==> src/hw/ring_filter_params.svh <==
// register offsets, field positions and widths for the ring length and filter bank
`ifndef RING_FILTER_PARAMS_SVH
`define RING_FILTER_PARAMS_SVH

`define RF_ADDR_W         8
`define RF_DATA_W         32
`define RF_OFS_RING_LEN   8'h06
`define RF_OFS_FILT0      8'h08
`define RF_OFS_FILT1      8'h09
`define RF_OFS_FILT2      8'h0A
`define RF_OFS_FILT3      8'h0B
`define RF_OFS_STATUS     8'h0C
`define RF_TX_LEN_HI      15
`define RF_TX_LEN_LO      12
`define RF_RX_LEN_HI      11
`define RF_RX_LEN_LO      8
`define RF_SLICE_W        16
`define RF_SLICES         4
`define RF_FILTER_W       64
`define RF_LEN_CODE_W     4
`define RF_ST_HALT_BIT    0
`define RF_ST_INIT_BIT    1
`define RF_ST_VALID_LO    2

`endif

==> src/hw/ring_filter_pkg.sv <==
// types shared by the ring length and filter bank
package ring_filter_pkg;
	typedef logic [3:0]  len_code_t;
	typedef logic [15:0] slice_t;
	typedef logic [63:0] filter_t;
	typedef enum logic [1:0] {
		ST_RUN    = 2'b00,
		ST_HALTED = 2'b01,
		ST_INIT   = 2'b11
	} ctrl_state_t;
endpackage : ring_filter_pkg

==> src/hw/slice_if.sv <==
// interface carrying one filter slice between the bank and a slice holder
`timescale 1ns/1ns
interface slice_if;
	import ring_filter_pkg::*;
	logic   sw_load;
	logic   init_load;
	slice_t sw_data;
	slice_t init_data;
	slice_t value;
	logic   valid;
	modport holder (input sw_load, input init_load, input sw_data, input init_data,
		output value, output valid);
	modport bank (output sw_load, output init_load, output sw_data, output init_data,
		input value, input valid);
endinterface : slice_if

==> src/hw/filter_slice.sv <==
// one 16-bit filter slice with its validity flag
`timescale 1ns/1ns
module filter_slice
	import ring_filter_pkg::*;
(
	input  wire logic CLK,
	input  wire logic RST,
	slice_if.holder   sl
);
	slice_t value;
	logic   valid;

	// contents never reset so they survive every reset; only validity restarts
	always_ff @(posedge CLK) begin
		if (sl.init_load) begin
			value <= sl.init_data;
		end else if (sl.sw_load) begin
			value <= sl.sw_data;
		end
	end

	// validity flag is bookkeeping, cleared at reset for software visibility
	always_ff @(posedge CLK) begin
		if (RST) begin
			valid <= 1'b0;
		end else if (sl.init_load || sl.sw_load) begin
			valid <= 1'b1;
		end
	end

	assign sl.value = value;
	assign sl.valid = valid;
endmodule : filter_slice

==> src/hw/ring_filter_regs.sv <==
// ring length shadow and multicast hash filter register bank
// How it works
// - init copies transmit ring code to 15-12
// - init copies receive ring code to 11-8
// - ring codes read only when halted; writes ignored
// - ring codes survive every reset and halt
// - ring register bits 7-0 read zero
// - bits 31-16 reserved, read back zero here
// - four 16-bit slices form 64-bit filter
// - slice valid after init load or write
// - filter read/write allowed only when halted
// - filter kept across resets and halt
`timescale 1ns/1ns
`include "ring_filter_params.svh"
module ring_filter_regs
	import ring_filter_pkg::*;
(
	input  wire logic                   CLK,
	input  wire logic                   RST,
	input  wire logic [`RF_ADDR_W-1:0]  ADDR,
	input  wire logic [`RF_DATA_W-1:0]  WDATA,
	input  wire logic                   WR,
	input  wire logic                   RD,
	output logic      [`RF_DATA_W-1:0]  RDATA,
	input  wire logic                   HALT,
	input  wire logic                   INIT_LOAD,
	input  wire logic [3:0]             INIT_TX_LEN,
	input  wire logic [3:0]             INIT_RX_LEN,
	input  wire logic [63:0]            INIT_FILTER,
	output logic      [63:0]            FILTER,
	output logic      [3:0]             TX_LEN,
	output logic      [3:0]             RX_LEN,
	output logic                        INIT_DONE
);
	len_code_t   tx_ring_len_code;
	len_code_t   rx_ring_len_code;
	logic        init_done;
	ctrl_state_t state;
	ctrl_state_t next_state;
	filter_t     multicast_hash_filter;
	logic [3:0]  slice_valid;
	logic [31:0] next_rdata;

	// address decode
	wire hit_ring   = (ADDR == `RF_OFS_RING_LEN);
	wire hit_status = (ADDR == `RF_OFS_STATUS);
	wire hit_filt   = (ADDR >= `RF_OFS_FILT0) && (ADDR <= `RF_OFS_FILT3);
	wire [1:0] filt_idx = ADDR[1:0];
	// writes only land while halted; init load is hardware and is never gated
	wire wr_ok = WR && HALT;
	wire rd_ok = RD && HALT;

	// one holder per slice, slice k carries filter bits 16k+15 .. 16k
	slice_if sl [`RF_SLICES] ();
	genvar k;
	generate
		for (k = 0; k < `RF_SLICES; k++) begin : g_slice
			assign sl[k].sw_load   = wr_ok && hit_filt && (filt_idx == 2'(k));
			assign sl[k].init_load = INIT_LOAD;
			assign sl[k].sw_data   = WDATA[`RF_SLICE_W-1:0];
			assign sl[k].init_data = INIT_FILTER[k*16 +: 16];
			assign multicast_hash_filter[k*16 +: 16] = sl[k].value;
			assign slice_valid[k] = sl[k].valid;
			filter_slice u_slice (
				.CLK (CLK),
				.RST (RST),
				.sl  (sl[k])
			);
		end
	endgenerate

	// ring codes have no reset term so resets and halt leave them intact
	always_ff @(posedge CLK) begin
		if (INIT_LOAD) begin
			tx_ring_len_code <= INIT_TX_LEN;
			rx_ring_len_code <= INIT_RX_LEN;
		end
	end

	// init completion marker, tells software the codes are meaningful
	always_ff @(posedge CLK) begin
		if (RST) begin
			init_done <= 1'b0;
		end else if (INIT_LOAD) begin
			init_done <= 1'b1;
		end
	end

	// small control view of the bank: running, halted, or taking an init load
	always_comb begin
		next_state = state;
		unique case (state)
			ST_RUN:    next_state = INIT_LOAD ? ST_INIT : (HALT ? ST_HALTED : ST_RUN);
			ST_HALTED: next_state = INIT_LOAD ? ST_INIT : (HALT ? ST_HALTED : ST_RUN);
			ST_INIT:   next_state = HALT ? ST_HALTED : ST_RUN;
			default:   next_state = ST_RUN;
		endcase
	end

	always_ff @(posedge CLK) begin
		if (RST) begin
			state <= ST_RUN;
		end else begin
			state <= next_state;
		end
	end

	// read mux; reserved upper half returns zero, a legal choice for undefined bits
	always_comb begin
		next_rdata = 32'h0000_0000;
		if (rd_ok && hit_ring) begin
			next_rdata[`RF_TX_LEN_HI:`RF_TX_LEN_LO] = tx_ring_len_code;
			next_rdata[`RF_RX_LEN_HI:`RF_RX_LEN_LO] = rx_ring_len_code;
			// low byte stays zero
		end else if (rd_ok && hit_filt) begin
			next_rdata[15:0] = multicast_hash_filter[{filt_idx, 4'h0} +: 16];
		end else if (RD && hit_status) begin
			next_rdata[`RF_ST_HALT_BIT] = HALT;
			next_rdata[`RF_ST_INIT_BIT] = init_done;
			next_rdata[`RF_ST_VALID_LO +: 4] = slice_valid;
		end
		// bits 31-16 always zero
	end

	// read data stands one cycle after the strobe and only then
	always_ff @(posedge CLK) begin
		if (RST) begin
			RDATA <= 32'h0000_0000;
		end else begin
			RDATA <= next_rdata;
		end
	end

	// registered copies for the filter matcher and ring engines
	always_ff @(posedge CLK) begin
		if (RST) begin
			FILTER    <= 64'h0000_0000_0000_0000;
			TX_LEN    <= 4'h0;
			RX_LEN    <= 4'h0;
			INIT_DONE <= 1'b0;
		end else begin
			FILTER    <= multicast_hash_filter;
			TX_LEN    <= tx_ring_len_code;
			RX_LEN    <= rx_ring_len_code;
			INIT_DONE <= init_done;
		end
	end
endmodule : ring_filter_regs

==> config.mk <==
export PLATFORM = sky130hd
export DESIGN_NAME = ring_filter_regs
export DESIGN_NICKNAME = d
export VERILOG_FILES = /design/src/hw/ring_filter_pkg.sv /design/src/hw/slice_if.sv /design/src/hw/filter_slice.sv /design/src/hw/ring_filter_regs.sv
export VERILOG_INCLUDE_DIRS = /design/src /design/src/hw
export SDC_FILE = /design/constraint.sdc
export NUM_CORES = 1
export LEC_CHECK = 0
export BUFFER_PORTS_ARGS = -buffer_cell sky130_fd_sc_hd__buf_4
export CAP_MARGIN = 20
export CORE_MARGIN = 4
export CORE_UTILIZATION = 53
export DETAILED_ROUTE_END_ITERATION = 12
export PLACE_DENSITY = 0.86
export SLEW_MARGIN = 20
export SYNTH_ARGS = -nofsm -noshare
export SYNTH_HDL_FRONTEND = slang
export SYNTH_SLANG_ARGS = --single-unit
==> constraint.sdc <==
create_clock -name CLK -period 5.2 [get_ports CLK]
set_input_delay 1.3 -clock CLK [delete_from_list [all_inputs] [get_ports CLK]]
set_output_delay 1.3 -clock CLK [all_outputs]
set_load 0.005 [all_outputs]
# [Yosys cells after proc, flatten, opt, wreduce, memory -nomap -nowiden]
# Cells that the tools add are included.
[classes] magnitude_cmp=2 eq_ne=5 shifts=1 muxes=12 n_bitwise=1 n_reduce_logical=22
[ops] operator="$mux W16" count=8
[ops] operator="$shiftx A64 B7 Y16" count=1
[ops] operator="$mux W6" count=2
[ops] operator="$logic_and A1 B1 Y1" count=11
[ops] operator="$mux W10" count=1
[ops] operator="$eq A8 B3 Y1 const B" count=1
[ops] operator="$eq A8 B4 Y1 const B" count=1
[ops] operator="$ge A8 B4 Y1 const B" count=1
[ops] operator="$le A8 B4 Y1 const B" count=1
[ops] operator="$mux W8" count=1
[ops] operator="$reduce_bool A2 Y1" count=4
[ops] operator="$eq A2 B2 Y1 const B" count=2
[ops] operator="$logic_or A1 B1 Y1" count=4
[ops] operator="$reduce_or A3 Y1" count=1
[ops] operator="$eq A2 B1 Y1 const B" count=1
[ops] operator="$logic_not A2 Y1" count=1
[ops] operator="$reduce_or A2 Y1" count=1
[ops] operator="$not A1 Y1" count=1
[word_totals] ff_bits=182 in_bits=118 out_inout_bits=105 elab_cells=62

# [Logic depth before layout (Yosys ltp)]
# Gate-level depths: netlist of run 1.
[depth] ltp_word=6 depth_mapped=5 ltp_nobuf=3

# [By module]
# A second synthesis of run 1 with hierarchy kept.
[unflattened] hier_cells=432 area_unflattened_um2=6476.2
[by_module_without_submodules] mod="ring_filter_regs" n_inst=1 cells_each=280 area_per_inst_um2=3448.3
[by_module_without_submodules] mod="filter_slice" n_inst=4 cells_each=38 area_per_inst_um2=757.0

# [Worst setup path after synthesis of run 1]
# Ideal clock, no wire load.
[synth_path] path_kind="in2reg" from="in ADDR[5]" to="reg g_slice[3].u_slice.value[0] (enable)" setup_ns=0.392 arrival_ns=2.779 setup_slack_ns=2.029 cell_stages=4 path_buffers=1 path_cell_list="nor4_4 -> buf_6 -> nand4_4 -> o21bai_1"
[synth_via] elab_chain_len=5 elab_cells_between_ends=6 cone_classes="order compare: 2; reduce/logical: 4"
[synth_rtl] item="from (decl)" line_no="ring_filter_regs.sv:20" rtl="input wire logic [`RF_ADDR_W-1:0] ADDR,"
[synth_rtl] item="$ge A8 B4 Y1 (no source line) or $le A8 B4 Y1 (tied branches)"
[synth_rtl] item="$logic_and A1 B1 Y1 (*)" line_no="ring_filter_regs.sv:47" rtl="wire hit_filt = (ADDR >= `RF_OFS_FILT0) && (ADDR <= `RF_OFS_FILT3);"
[synth_rtl] item="$logic_and A1 B1 Y1 (*) (2 in a row)" line_no="ring_filter_regs.sv:58" rtl="assign sl[k].sw_load = wr_ok && hit_filt && (filt_idx == 2'(k));"
[synth_rtl] item="$reduce_bool A2 Y1 (no source line) (*)"
[synth_rtl] item="to (signal assigned)" line_no="filter_slice.sv:16" rtl="value <= sl.init_data;"
[synth_rtl] item="to (signal assigned)" line_no="filter_slice.sv:18" rtl="value <= sl.sw_data;"
[synth_rtl] item="to (decl)" line_no="filter_slice.sv:10" rtl="slice_t value;"
# Mark *: on every way between the ends. The rest lies on a longest branch, timed or not.
# A chain may end at the register's enable or synchronous reset.

# [Final worst setup path of run 1]
[layout_path] from="in ADDR[5]" to="reg g_slice[1].u_slice.value[1] (enable)"
[layout_via] elab_chain_len=5 elab_cells_between_ends=6 cone_classes="order compare: 2; reduce/logical: 4"
[layout_rtl] item="$ge A8 B4 Y1 (no source line) or $le A8 B4 Y1 (tied branches)"
[layout_rtl] item="$logic_and A1 B1 Y1 (*)" line_no="ring_filter_regs.sv:47"
[layout_rtl] item="$logic_and A1 B1 Y1 (*) (2 in a row)" line_no="ring_filter_regs.sv:58"
[layout_rtl] item="$reduce_bool A2 Y1 (no source line) (*)"
[layout_rtl] item="to (signal assigned)" line_no="filter_slice.sv:16"
[layout_rtl] item="to (signal assigned)" line_no="filter_slice.sv:18"
[layout_rtl] item="to (decl)" line_no="filter_slice.sv:10"
# Marked as above.

==> implementation parameters, run 1 <==
Parameter                              Value

Status
  Outcome ... finished clean

Clock tree
  Total setup buffers inserted after CTS ... 0
  CTS tree ... yes
  TritonCTS Buffers ... 17
  H-Tree Level Count ... 4
  Clock slew seen by the registers of the worst setup and hold paths ... 0.06 ns
  Count of hold-fix buffers inserted at cts ... 0
  Insertion delay to the later sink of the worst-skew pair ... 0.42 ns
  CTS Root Buffer Type ... sky130_fd_sc_hd__clkbuf_16
  Count of clock tree sinks ... 166
  Number of gates given a new drive strength after cts ... 0
  Number of buffers between clock root and the deepest sink ... 2

Yosys
  Distinct cells, synth ... 27
  Post-Synthesis Cells ... 520
  Synth warn ... 0
  Register area share after synthesis ... 0.6527
  Post-synthesis average cell area ... 11.92 um^2
  Flip-flop and latch count after synthesis ... 166
  Cell area after technology mapping ... 6196 um^2

Global routing
  Number of antenna violations at the first check in global routing ... 0
  Global-route wire length before repair ... 21850 um
  Aggregate global routing overflow ... 0
  Global router's overall resource usage ... 0.2192
  Pin count of the biggest net entering global routing ... 98
  Number of global-route vias before repair ... 4247

STA
  Setup repair after global routing missed its margin ... no
  Peak clock frequency supported by timing ... 315.5 MHz
  Final setup margin ... 2.030 ns
  Final slew viol count ... 0
  Clock skew ... 0.008849 ns
  TNS Setup ... 0 ns
  Tmin final ... 3.170 ns
  Slew at the pin closest to its max-slew limit ... 1.058 ns
  Final setup fails ... 0
  Headroom to the max-slew limit ... 0.2949
  Period Utilization, post-route ... 0.6096
  Final-report hold violation count ... 0

Drt
  Drt total wl ... 14620 um
  Routed len/inst ... 17.12 um
  First-pass iteration count of the detailed router ... 5
  Number of vias in the routed layout ... 4337
  Remaining antenna violation count after routing ... 0
  Via count normalized by instance count ... 5.078
  Post-route DRC violation count ... 0
  Detailed Route Iter0 Violations ... 361

Worst setup path
  Classification of the worst setup path ... input pin to flop
  Required time at the worst-slack endpoint ... 5.23 ns
  Slowest cell on the critical path ... sky130_fd_sc_hd__o21bai_2
  Cell Chain, Critical Path ... buf_4 -> nor4_4 -> nand4_4 -> o21bai_2
  Worst Reg-to-Reg Cells ... 3
  Kind of start point of the critical path ... input pin
  Data arrival time of the critical path ... 3.20 ns
  Worst path depth ... 4
  Critical path buffers and inverters ... 1
  Largest delay contributor family on the critical path ... simple AND/OR/NAND/NOR gates
  Maximum cell stage delay along the critical path ... 0.86 ns
  Largest fanout of any net on the critical path ... 16
  Worst Setup End Kind ... flop

Die
  Width of the die ... 116.1 um
  Die area ... 13480 um^2
  Initial core utilization ... 0.5426
  IO Count ... 223
  Total core area ... 11420 um^2
  Total number of placement rows ... 39
  Vertical die dimension ... 116.1 um

Finish
  Share of cells above drive strength 1 ... 0.3460
  Number of standard cells in the layout, taps in and fillers out ... 854
  Number of diodes added for antenna fixing ... 0
  Post-route core utilization ... 0.7159
  Post-Layout Inst Area ... 8174 um^2
  Count of fill cells added during filler insertion ... 798
  Syn-to-layout area delta ... 31.93%
  Final net count ... 816

Hold path
  Worst Hold Class ... flop to flop
  Hold path depth ... 1

Placed design
  Placement-stage cell area ... 7611 um^2
  Worst setup slack before clock tree synthesis ... 1.540 ns
  Port-buffer cells ... 190
  Inst Count DP ... 822
  Routability Congestion ... 0.8243
  Detailed-placement wirelength estimate ... 10150 um

Power
  Ratio of total power to cell area ... 363.4 nW/um^2
  Worst vdd rail ir drop ... 0.2572 mV
  Leak pwr ... 3.599 nW

Run
  Number of max-cap violations ... 0
flip-flops by register name (all words and copies together), names as in the netlist:
register and flops:
FILTER 64, INIT_DONE 1, g_slice.u_slice.sl.value 64, RDATA 16, g_slice.u_slice.sl.valid 4, rx_ring_len_code 4
TX_LEN 4, tx_ring_len_code 4, RX_LEN 4, init_done 1
cell type report:
| type | count | area [um^2] | area share |
|---|---|---|---|
| clock inverters | 10 | 70.07 | 0.008572 |
| well taps | 143 | 178.9 | 0.02189 |
| flip-flops and latches | 166 | 4044 | 0.4947 |
| repair buffers | 192 | 1441 | 0.1763 |
| multi-input cells | 320 | 1951 | 0.2386 |
| clock buffers | 22 | 485.5 | 0.05939 |
| inverters | 1 | 3.754 | 0.0004592 |
synth_stat cells:
master                     number  share of area
sky130_fd_sc_hd__edfxtp_1      72           0.35
sky130_fd_sc_hd__nand2b_1      19          0.019
sky130_fd_sc_hd__nand3_1        1        0.00081
sky130_fd_sc_hd__buf_1          2         0.0012
sky130_fd_sc_hd__o21bai_1       4         0.0048
sky130_fd_sc_hd__nor4bb_1       1         0.0016
sky130_fd_sc_hd__nand4_4        1         0.0034
sky130_fd_sc_hd__nor3b_2        3         0.0061
sky130_fd_sc_hd__mux4_2        16          0.058
sky130_fd_sc_hd__nor2b_1       74          0.075
sky130_fd_sc_hd__a31o_2         1         0.0014
sky130_fd_sc_hd__clkbuf_1      18          0.011
sky130_fd_sc_hd__buf_2          8         0.0065
sky130_fd_sc_hd__inv_1          1        0.00061
sky130_fd_sc_hd__a21oi_1       16          0.013
sky130_fd_sc_hd__o31ai_2        1         0.0020
sky130_fd_sc_hd__dfxtp_1       94           0.30
sky130_fd_sc_hd__buf_6          1         0.0018
sky130_fd_sc_hd__and3b_1        1         0.0014
sky130_fd_sc_hd__buf_4         19          0.023
sky130_fd_sc_hd__nor4_4         1         0.0034
sky130_fd_sc_hd__o21ai_1        1        0.00081
sky130_fd_sc_hd__nor2_1         5         0.0030
sky130_fd_sc_hd__nand2_1      128          0.078
sky130_fd_sc_hd__and2_1         1         0.0010
sky130_fd_sc_hd__conb_1         1        0.00061
sky130_fd_sc_hd__nand4_1       30          0.030
cell usage in the layout (no fill, tap or decap), drive strengths merged:
cell type,instances
nor2b,74
edfxtp,72
nor4bb,1
and2,1
a21oi,16
inv,4
conb,16
dfxtp,94
clkinv,7
nand4,31
nor2,5
nor3b,3
nor4,1
clkbuf,22
nand2b,19
a31o,1
nand3,1
o21bai,4
and3b,1
o21ai,1
o31ai,1
mux4,16
buf,192
nand2,128
stage by stage:
| stage | total power, W | hold slack (ns) |
|---|---|---|
| after floorplan | 0.001668 | 0.4430 |
| after global placement | 0.001822 | 0.4573 |
| after detailed placement | 0.001836 | 0.4675 |
| after CTS | 0.002989 | 0.4770 |
| after global routing | 0.003083 | 0.4985 |
| final | 0.002971 | 0.4796 |
logic make-up after synthesis:
| kind of cell | Yosys count | share of synthesized area |
|---|---|---|
| and+or+nand+nor | 265 | 0.2225 |
| DFF | 166 | 0.6527 |
| muxes | 16 | 0.05816 |
| buffers and inverters | 49 | 0.04402 |
| other | 1 | 0.0006052 |
| AOI/OAI and AO/OA | 23 | 0.02201 |
per-layer routing:
layer | up-vias | track usage | share of wire
li1 | 2086 | - | -
met1 | 1999 | 0.2766 | 0.39
met2 | 222 | 0.3552 | 0.49
met3 | 30 | 0.06943 | 0.096
met4 | 0 | 0.08585 | 0.021
met5 | - | 0 | 0
worst paths after layout:
check,start,endpoint,slack [ns]
worst min register to register,g_slice[1].u_slice.sl.value[3],FILTER[19],0.48
worst min-delay path,g_slice[1].u_slice.sl.value[3],FILTER[19],0.48
worst max-delay path,ADDR[5],g_slice[1].u_slice.sl.value[1],2.03
worst max register to register,g_slice[3].u_slice.sl.value[12],RDATA[12],3.90
power breakdown:
part,internal [W],leakage (nW),switching (W)
Combinational,0.000164,1.84,0.000135
Sequential,0.00147,1.48,0.0000390
Clock,0.000667,0.278,0.000499
Total,0.00230,3.60,0.000672
(Power assumes the default switching activity.)
==> inputs of run 2 (changes only) <==
--- a/config.mk
+++ b/config.mk
@@ -9,9 +9,9 @@
 export BUFFER_PORTS_ARGS = -buffer_cell sky130_fd_sc_hd__buf_4
 export CAP_MARGIN = 20
 export CORE_MARGIN = 4
-export CORE_UTILIZATION = 53
+export CORE_UTILIZATION = 49
 export DETAILED_ROUTE_END_ITERATION = 12
-export PLACE_DENSITY = 0.86
+export PLACE_DENSITY = 0.8
 export SLEW_MARGIN = 20
 export SYNTH_ARGS = -nofsm -noshare
 export SYNTH_HDL_FRONTEND = slang
==> constraint.sdc (replaced) <==
create_clock -name CLK -period 3.07 [get_ports CLK]
set_input_delay 0.7675 -clock CLK [delete_from_list [all_inputs] [get_ports CLK]]
set_output_delay 0.7675 -clock CLK [all_outputs]
set_load 0.005 [all_outputs]
==> run 2 against run 1 <==
  * Die area is 7.6% higher
  * Sequential power is 69% higher
  * Global-route usage is 0.62 points lower
  * Count of clock-buffer cells in the layout is 1 lower
  * Highest routed layer unchanged
==> implementation parameters, run 2 (synthesized netlist as in run 1, its figures left out) <==
Parameter                              Value

Finish
  Share of cells above drive strength 1 ... 0.3556 (+0.009564)
  Syn-to-layout area delta ... 34.92%
  Most common library cell in the layout ignoring fill and taps ... sky130_fd_sc_hd__buf_4
  Highest-count cells in the layout ignoring fill and taps ... sky130_fd_sc_hd__buf_4, sky130_fd_sc_hd__nand2_1, sky130_fd_sc_hd__dfxtp_1
  Number of diodes added for antenna fixing ... 0 (unchanged)
  Largest registers ... FILTER: 64 flops, g_slice.u_slice.sl.value: 64 flops, RDATA: 16 flops
  Final net count ... 825 (+1.1%)
  Count of fill cells added during filler insertion ... 923 (+16%)

Global routing
  Pin count of the biggest net entering global routing ... 65 (-34%)
  M1 GR Usage ... 0.2600 (-0.01654)
  Busiest layer in global routing ... met2
  Number of antenna violations at the first check in global routing ... 0 (unchanged)
  Number of global-route vias before repair ... 4488 (+5.7%)
  Aggregate global routing overflow ... 0 (unchanged)
  Met3 capacity usage during global routing ... 0.07717 (+0.007745)
  Global router's overall resource usage ... 0.2130 (-0.006193)
  Global-route wire length before repair ... 23260 um (+6.5%)
  GR Util met2 ... 0.3503 (-0.004866)

Die
  Total number of placement rows ... 40 (+2.6%)
  Total core area ... 12210 um^2 (+6.9%)
  Width of the die ... 120.5 um (+3.7%)
  IO Count ... 223 (unchanged)
  Initial core utilization ... 0.5074 (-0.03525)
  Vertical die dimension ... 120.5 um (+3.7%)
  Die area ... 14510 um^2 (+7.6%)

Worst setup path
  Classification of the worst setup path ... input pin to flop
  Cell Chain, Critical Path ... buf_4 -> nor4_4 -> nand4_1 -> nand2b_1 -> buf_4
  Required time at the worst-slack endpoint ... 3.17 ns (-2.06 ns)
  Largest delay contributor family on the critical path ... simple AND/OR/NAND/NOR gates
  Kind of start point of the critical path ... input pin
  Maximum cell stage delay along the critical path ... 0.44 ns (-0.42 ns)
  Slowest cell on the critical path ... sky130_fd_sc_hd__nor4_4
  Worst Setup End Kind ... flop
  Reg-to-reg critical path startpoint ... g_slice[1].u_slice.sl.value[12]
  Endpoint of the most critical register-to-register path ... RDATA[12]
  Register-to-register setup slack ... 1.82 ns (-2.08 ns)
  Worst Reg-to-Reg Cells ... 3 (unchanged)
  Critical path's most frequent cell ... sky130_fd_sc_hd__buf_4
  Data arrival time of the critical path ... 1.97 ns (-1.23 ns)
  Critical path buffers and inverters ... 2 (+1)
  Largest fanout of any net on the critical path ... 16 (unchanged)

Status
  Outcome ... finished clean

STA
  Headroom to the max-slew limit ... 0.5760 (+0.2811)
  Final-report hold violation count ... 0 (unchanged)
  Hold Worst Slack ... 0.4799 ns (+0.0003310 ns)
  Peak clock frequency supported by timing ... 534.1 MHz
  Final setup fails ... 0 (unchanged)
  Slew at the pin closest to its max-slew limit ... 0.6360 ns (-0.4216 ns)
  Tmin final ... 1.872 ns
  Period Utilization, post-route ... 0.6099
  Clock skew ... 0.005034 ns (-0.003815 ns)
  TNS Setup ... 0 ns (unchanged)
  Setup repair after global routing missed its margin ... no
  Final slew viol count ... 0 (unchanged)

Clock tree
  H-Tree Level Count ... 4 (unchanged)
  CTS Root Buffer Type ... sky130_fd_sc_hd__clkbuf_16
  CTS tree ... yes
  Clock slew seen by the registers of the worst setup and hold paths ... 0.06 ns (about the same)
  Count of hold-fix buffers inserted at cts ... 0 (unchanged)
  TritonCTS Buffers ... 17 (unchanged)
  Count of clock tree sinks ... 166 (unchanged)
  Number of buffers between clock root and the deepest sink ... 2 (unchanged)
  Total setup buffers inserted after CTS ... 0 (unchanged)
  Number of gates given a new drive strength after cts ... 0 (unchanged)
  Insertion delay to the later sink of the worst-skew pair ... 0.42 ns (about the same)

Placed design
  Detailed-placement wirelength estimate ... 10770 um (+6.1%)
  Routability Congestion ... 0.8332 (+1.1%)
  Port-buffer cells ... 190 (unchanged)

Run
  Number of max-cap violations ... 0 (unchanged)

Power
  Worst vdd rail ir drop ... 0.4946 mV (+92%)
  Ratio of total power to cell area ... 635.4 nW/um^2 (+75%)
  Leak pwr ... 3.671 nW (+2.0%)

Drt
  Detailed Route Iter0 Violations ... 424 (+17%)
  Drt total wl ... 15000 um (+2.6%)
  Remaining antenna violation count after routing ... 0 (unchanged)
  First-pass iteration count of the detailed router ... 5 (unchanged)
  Number of vias in the routed layout ... 4395 (+1.3%)
  Via count normalized by instance count ... 4.949 (-2.5%)
  Post-route DRC violation count ... 0 (unchanged)
  Routed len/inst ... 16.89 um (-1.4%)

Hold path
  Hold path depth ... 1 (unchanged)
  Endpoint, Worst Hold ... FILTER[13]
  Worst Hold Class ... flop to flop
  Hold Path Origin ... g_slice[0].u_slice.sl.value[13]
[run 2: changes by cell type in the layout (fill, tap and decap cells not counted), moves of 2 or more]
cell,delta
sky130_fd_sc_hd__clkinv_4,-2
sky130_fd_sc_hd__bufinv_16,+3
sky130_fd_sc_hd__inv_4,-2
sky130_fd_sc_hd__clkinvlp_4,+3
sky130_fd_sc_hd__buf_4,+8
[run 2: per-layer routing]
metal	vias up	part of all wire
met2	231	0.48
met4	0	0.015
met5	-	0
met1	2042	0.40
met3	19	0.10
li1	2103	-
[run 2: worst max-delay path by stage]
| stage | from | to | slack [ns] | cells past startpoint |
|---|---|---|---|---|
| floorplan | ADDR[5] | g_slice[3].u_slice.sl.value[0] | 0.43 | 4 |
| global placement | ADDR[5] | g_slice[2].u_slice.sl.value[14] | 0.85 | 5 |
| detailed placement | ADDR[5] | g_slice[0].u_slice.sl.value[12] | 0.79 | 5 |
| CTS | ADDR[5] | g_slice[0].u_slice.sl.value[0] | 1.20 | 5 |
| global route | ADDR[5] | g_slice[0].u_slice.sl.value[0] | 1.11 | 5 |
| finish | ADDR[5] | g_slice[0].u_slice.sl.value[0] | 1.20 | 5 |
[run 2: layout make-up]
class | instances | area (um^2) | share of cell area
sequential | 166 | 4044 | 0.4838
multi-input combinational | 320 | 1943 | 0.2324
timing repair buffer | 201 | 1521 | 0.1820
clock buffer | 21 | 493.0 | 0.05897
tap | 168 | 210.2 | 0.02515
clock inverter | 11 | 143.9 | 0.01721
inverter | 1 | 3.754 | 0.0004490
[run 2: power breakdown]
| part | switching (W) | internal, W | total, W |
|---|---|---|---|
| clock network | 0.000846 | 0.00139 | 0.00224 |
| registers | 0.0000682 | 0.00248 | 0.00255 |
| logic | 0.000231 | 0.000287 | 0.000518 |
[run 2: per-stage QoR]
step	total power, W	setup slack (ns)	utilization	instance area [um^2]	cells
after CTS	0.005343	1.197	0.6845	8359	888
after global placement	0.003099	0.8502	0.6324	7722	856
after global routing	0.005510	1.110	0.6845	8359	888
final	0.005311	1.198	0.6845	8359	888
after floorplan	0.002825	0.4310	-	6252	535
after detailed placement	0.003119	0.7939	0.6324	7722	856
[run 2: worst register-to-register path: stages (launching register included)]
cell	delay [ns]
sky130_fd_sc_hd__edfxtp_1	0.39
sky130_fd_sc_hd__mux4_2	0.52
sky130_fd_sc_hd__nand4_1	0.12
sky130_fd_sc_hd__a21oi_1	0.07
==> inputs of run 3 (changes only) <==
--- a/config.mk
+++ b/config.mk
@@ -9,9 +9,9 @@
 export BUFFER_PORTS_ARGS = -buffer_cell sky130_fd_sc_hd__buf_4
 export CAP_MARGIN = 20
 export CORE_MARGIN = 4
-export CORE_UTILIZATION = 49
+export CORE_UTILIZATION = 45
 export DETAILED_ROUTE_END_ITERATION = 12
-export PLACE_DENSITY = 0.8
+export PLACE_DENSITY = 0.77
 export SLEW_MARGIN = 20
 export SYNTH_ARGS = -nofsm -noshare
 export SYNTH_HDL_FRONTEND = slang
==> constraint.sdc (replaced) <==
create_clock -name CLK -period 1.57 [get_ports CLK]
set_input_delay 0.3925 -clock CLK [delete_from_list [all_inputs] [get_ports CLK]]
set_output_delay 0.3925 -clock CLK [all_outputs]
set_load 0.005 [all_outputs]
==> run 3 against run 2 <==
  * First-iteration DRC count down 22%
  * Count of clock-buffer cells in the layout decreased by 3
  * Via count about the same
  * Final area grew 2.1%
  * Clock skew grew 0.0041 ns
  * Sequential share of layout area down 1.0 points
  * Sequential power rose by 96%
  * Worst hold slack got worse by 0.33 ns
  * Global-route usage fell by 1.5 points
  * Critical endpoint is now RDATA[0]
==> implementation parameters, run 3 (synthesized netlist as in run 1, its figures left out) <==
Parameter                              Value

Status
  Outcome ... finished clean

Worst setup path
  Classification of the worst setup path ... input pin to flop
  Required time at the worst-slack endpoint ... 1.87 ns (-1.30 ns)
  Largest fanout of any net on the critical path ... 26 (+10)
  First element of the critical path ... ADDR[5]
  Kind of start point of the critical path ... input pin
  Register-to-register setup slack ... 0.31 ns (-1.51 ns)
  Worst Reg-to-Reg Cells ... 3 (unchanged)
  Reg-to-reg critical path startpoint ... g_slice[3].u_slice.sl.value[10]
  Endpoint of the most critical register-to-register path ... RDATA[10]
  Worst Setup End Kind ... flop
  Critical path endpoint ... RDATA[0]
  Data arrival time of the critical path ... 1.66 ns (-0.31 ns)

Global routing
  Number of antenna violations at the first check in global routing ... 0 (unchanged)
  Aggregate global routing overflow ... 0 (unchanged)
  Pin count of the biggest net entering global routing ... 46 (-29%)
  Number of global-route vias before repair ... 4546 (+1.3%)
  Global router's overall resource usage ... 0.1978 (-0.01517)
  Global-route wire length before repair ... 23870 um (+2.6%)

Finish
  Highest-count cells in the layout ignoring fill and taps ... sky130_fd_sc_hd__buf_4, sky130_fd_sc_hd__nand2_1, sky130_fd_sc_hd__dfxtp_1
  Count of fill cells added during filler insertion ... 1060 (+15%)
  Most common library cell in the layout ignoring fill and taps ... sky130_fd_sc_hd__buf_4
  Share of cells above drive strength 1 ... 0.3702 (+0.01466)
  Post-route core utilization ... 0.6397 (-0.04486)
  Syn-to-layout area delta ... 37.80%
  Number of diodes added for antenna fixing ... 0 (unchanged)
  Largest registers ... FILTER: 64 flops, g_slice.u_slice.sl.value: 64 flops, RDATA: 16 flops
  Final net count ... 837 (+1.5%)

Drt
  First-pass iteration count of the detailed router ... 5 (unchanged)
  Number of vias in the routed layout ... 4392 (-0.068%)
  Via count normalized by instance count ... 4.837 (-2.3%)
  Routed len/inst ... 16.76 um (-0.76%)
  Detailed Route Iter0 Violations ... 330 (-22%)
  Remaining antenna violation count after routing ... 0 (unchanged)
  Post-route DRC violation count ... 0 (unchanged)
  Drt total wl ... 15220 um (+1.5%)

Clock tree
  Number of buffers between clock root and the deepest sink ... 2 (unchanged)
  TritonCTS Buffers ... 17 (unchanged)
  Insertion delay to the later sink of the worst-skew pair ... 0.42 ns (about the same)
  CTS Root Buffer Type ... sky130_fd_sc_hd__clkbuf_16
  Count of clock tree sinks ... 166 (unchanged)
  CTS tree ... yes
  Clock slew seen by the registers of the worst setup and hold paths ... 0.06 ns (about the same)
  Count of hold-fix buffers inserted at cts ... 0 (unchanged)
  Total setup buffers inserted after CTS ... 0 (unchanged)
  Number of gates given a new drive strength after cts ... 0 (unchanged)
  H-Tree Level Count ... 4 (unchanged)

Placed design
  Port-buffer cells ... 190 (unchanged)
  Detailed-placement wirelength estimate ... 11100 um (+3.0%)
  Routability Congestion ... 0.8070 (-3.1%)

Power
  Power after layout ... 0.01034 W (+95%)
  Fraction of power spent switching nets ... 0.2204 (+0.004788)
  Leak pwr ... 3.751 nW (+2.2%)
  Ratio of total power to cell area ... 1211 nW/um^2 (+91%)
  Internal power summed over all cells ... 0.008060 W (+93%)
  Sw power ... 0.002279 W (+99%)
  Power share of the combinational group ... 0.103 (+0.005)
  Worst vdd rail ir drop ... 0.7265 mV (+47%)
  Clk pwr share ... 0.414 (-0.008)
  Sequential power share ... 0.483 (+0.002)

STA
  Final setup fails ... 0 (unchanged)
  Clock skew ... 0.009121 ns (+0.004087 ns)
  Peak clock frequency supported by timing ... 733.1 MHz
  Final slew viol count ... 0 (unchanged)
  Tmin final ... 1.364 ns
  Period Utilization, post-route ... 0.8688
  Setup repair after global routing missed its margin ... no
  Final-report hold violation count ... 0 (unchanged)

Die
  Initial core utilization ... 0.4642 (-0.04319)
  Total core area ... 13350 um^2 (+9.3%)
  Width of the die ... 125.3 um (+4.1%)
  IO Count ... 223 (unchanged)
  Vertical die dimension ... 125.3 um (+4.1%)
  Die area ... 15710 um^2 (+8.3%)
  Total number of placement rows ... 42 (+5.0%)

Run
  Number of max-cap violations ... 0 (unchanged)

Hold path
  Worst Hold Class ... input pin to flop
-- run 3: changes by cell type in the layout (fill, tap and decap cells not counted), moves of 2 or more --
cell	change
sky130_fd_sc_hd__buf_12	+6
sky130_fd_sc_hd__o21bai_2	-2
sky130_fd_sc_hd__o21bai_4	+2
sky130_fd_sc_hd__nand2b_1	-2
sky130_fd_sc_hd__buf_4	+6
sky130_fd_sc_hd__inv_6	+4
sky130_fd_sc_hd__nand2b_2	+2
-- run 3: cell type report --
class,instances,area [um^2],share of cell area
clock inverters,14,170.2,0.01993
clock buffers,18,450.4,0.05275
inverters,1,3.754,0.0004396
flip-flops and latches,166,4044,0.4736
repair buffers,213,1687,0.1975
well taps,176,220.2,0.02579
multi-input cells,320,1963,0.2299
-- run 3: power groups by stage --
stage               Sequential [W]  Combinational [W]  Clock (W)
floorplan                  0.00505           0.000481          0
global placement           0.00507            0.00105          0
detailed placement         0.00508            0.00107          0
CTS                        0.00500            0.00108    0.00434
global route               0.00503            0.00116    0.00454
finish                     0.00499            0.00106    0.00428
-- run 3: worst max-delay path, cell delays in order --
cell,delay [ns]
sky130_fd_sc_hd__buf_4,0.12
sky130_fd_sc_hd__nor4_4,0.28
sky130_fd_sc_hd__buf_4,0.18
sky130_fd_sc_hd__buf_4,0.27
sky130_fd_sc_hd__a31o_2,0.34
sky130_fd_sc_hd__a21oi_1,0.09
-- run 3: through the flow --
step           TNS [ns]  instance area (um^2)  setup WS, ns  hold WS (ns)  std cells
2_1_floorplan    -6.622                  6280       -0.2069        0.4430        535
3_3_place_gp     -14.04                  7918       -0.2182        0.4568        876
5_1_grt               0                  8538        0.1183        0.1337        908
6_report              0                  8538        0.2060        0.1468        908
3_5_place_dp     -14.94                  7918       -0.2321        0.4692        876
4_1_cts               0                  8538        0.2163        0.1286        908
-- run 3: worst min-delay path by stage --
stage / from / endpoint / slack [ns] / cells past startpoint
6_report: INIT_TX_LEN[1] / tx_ring_len_code[1] / 0.15 / 1
5_1_grt: INIT_RX_LEN[2] / rx_ring_len_code[2] / 0.13 / 1
4_1_cts: INIT_TX_LEN[1] / tx_ring_len_code[1] / 0.13 / 1
3_5_place_dp: g_slice[3].u_slice.sl.valid / RDATA[5] / 0.47 / 2
3_3_place_gp: g_slice[0].u_slice.sl.value[11] / FILTER[11] / 0.46 / 1
2_1_floorplan: g_slice[3].u_slice.sl.valid / g_slice[3].u_slice.sl.valid / 0.44 / 2
-- run 3: layer usage --
layer / global-route usage / part of all wire / up-vias
met5: 0 / 0 / -
met4: 0.07653 / 0.017 / 0
met3: 0.05544 / 0.087 / 26
met2: 0.3189 / 0.48 / 206
met1: 0.2554 / 0.41 / 2034
li1: - / - / 2126
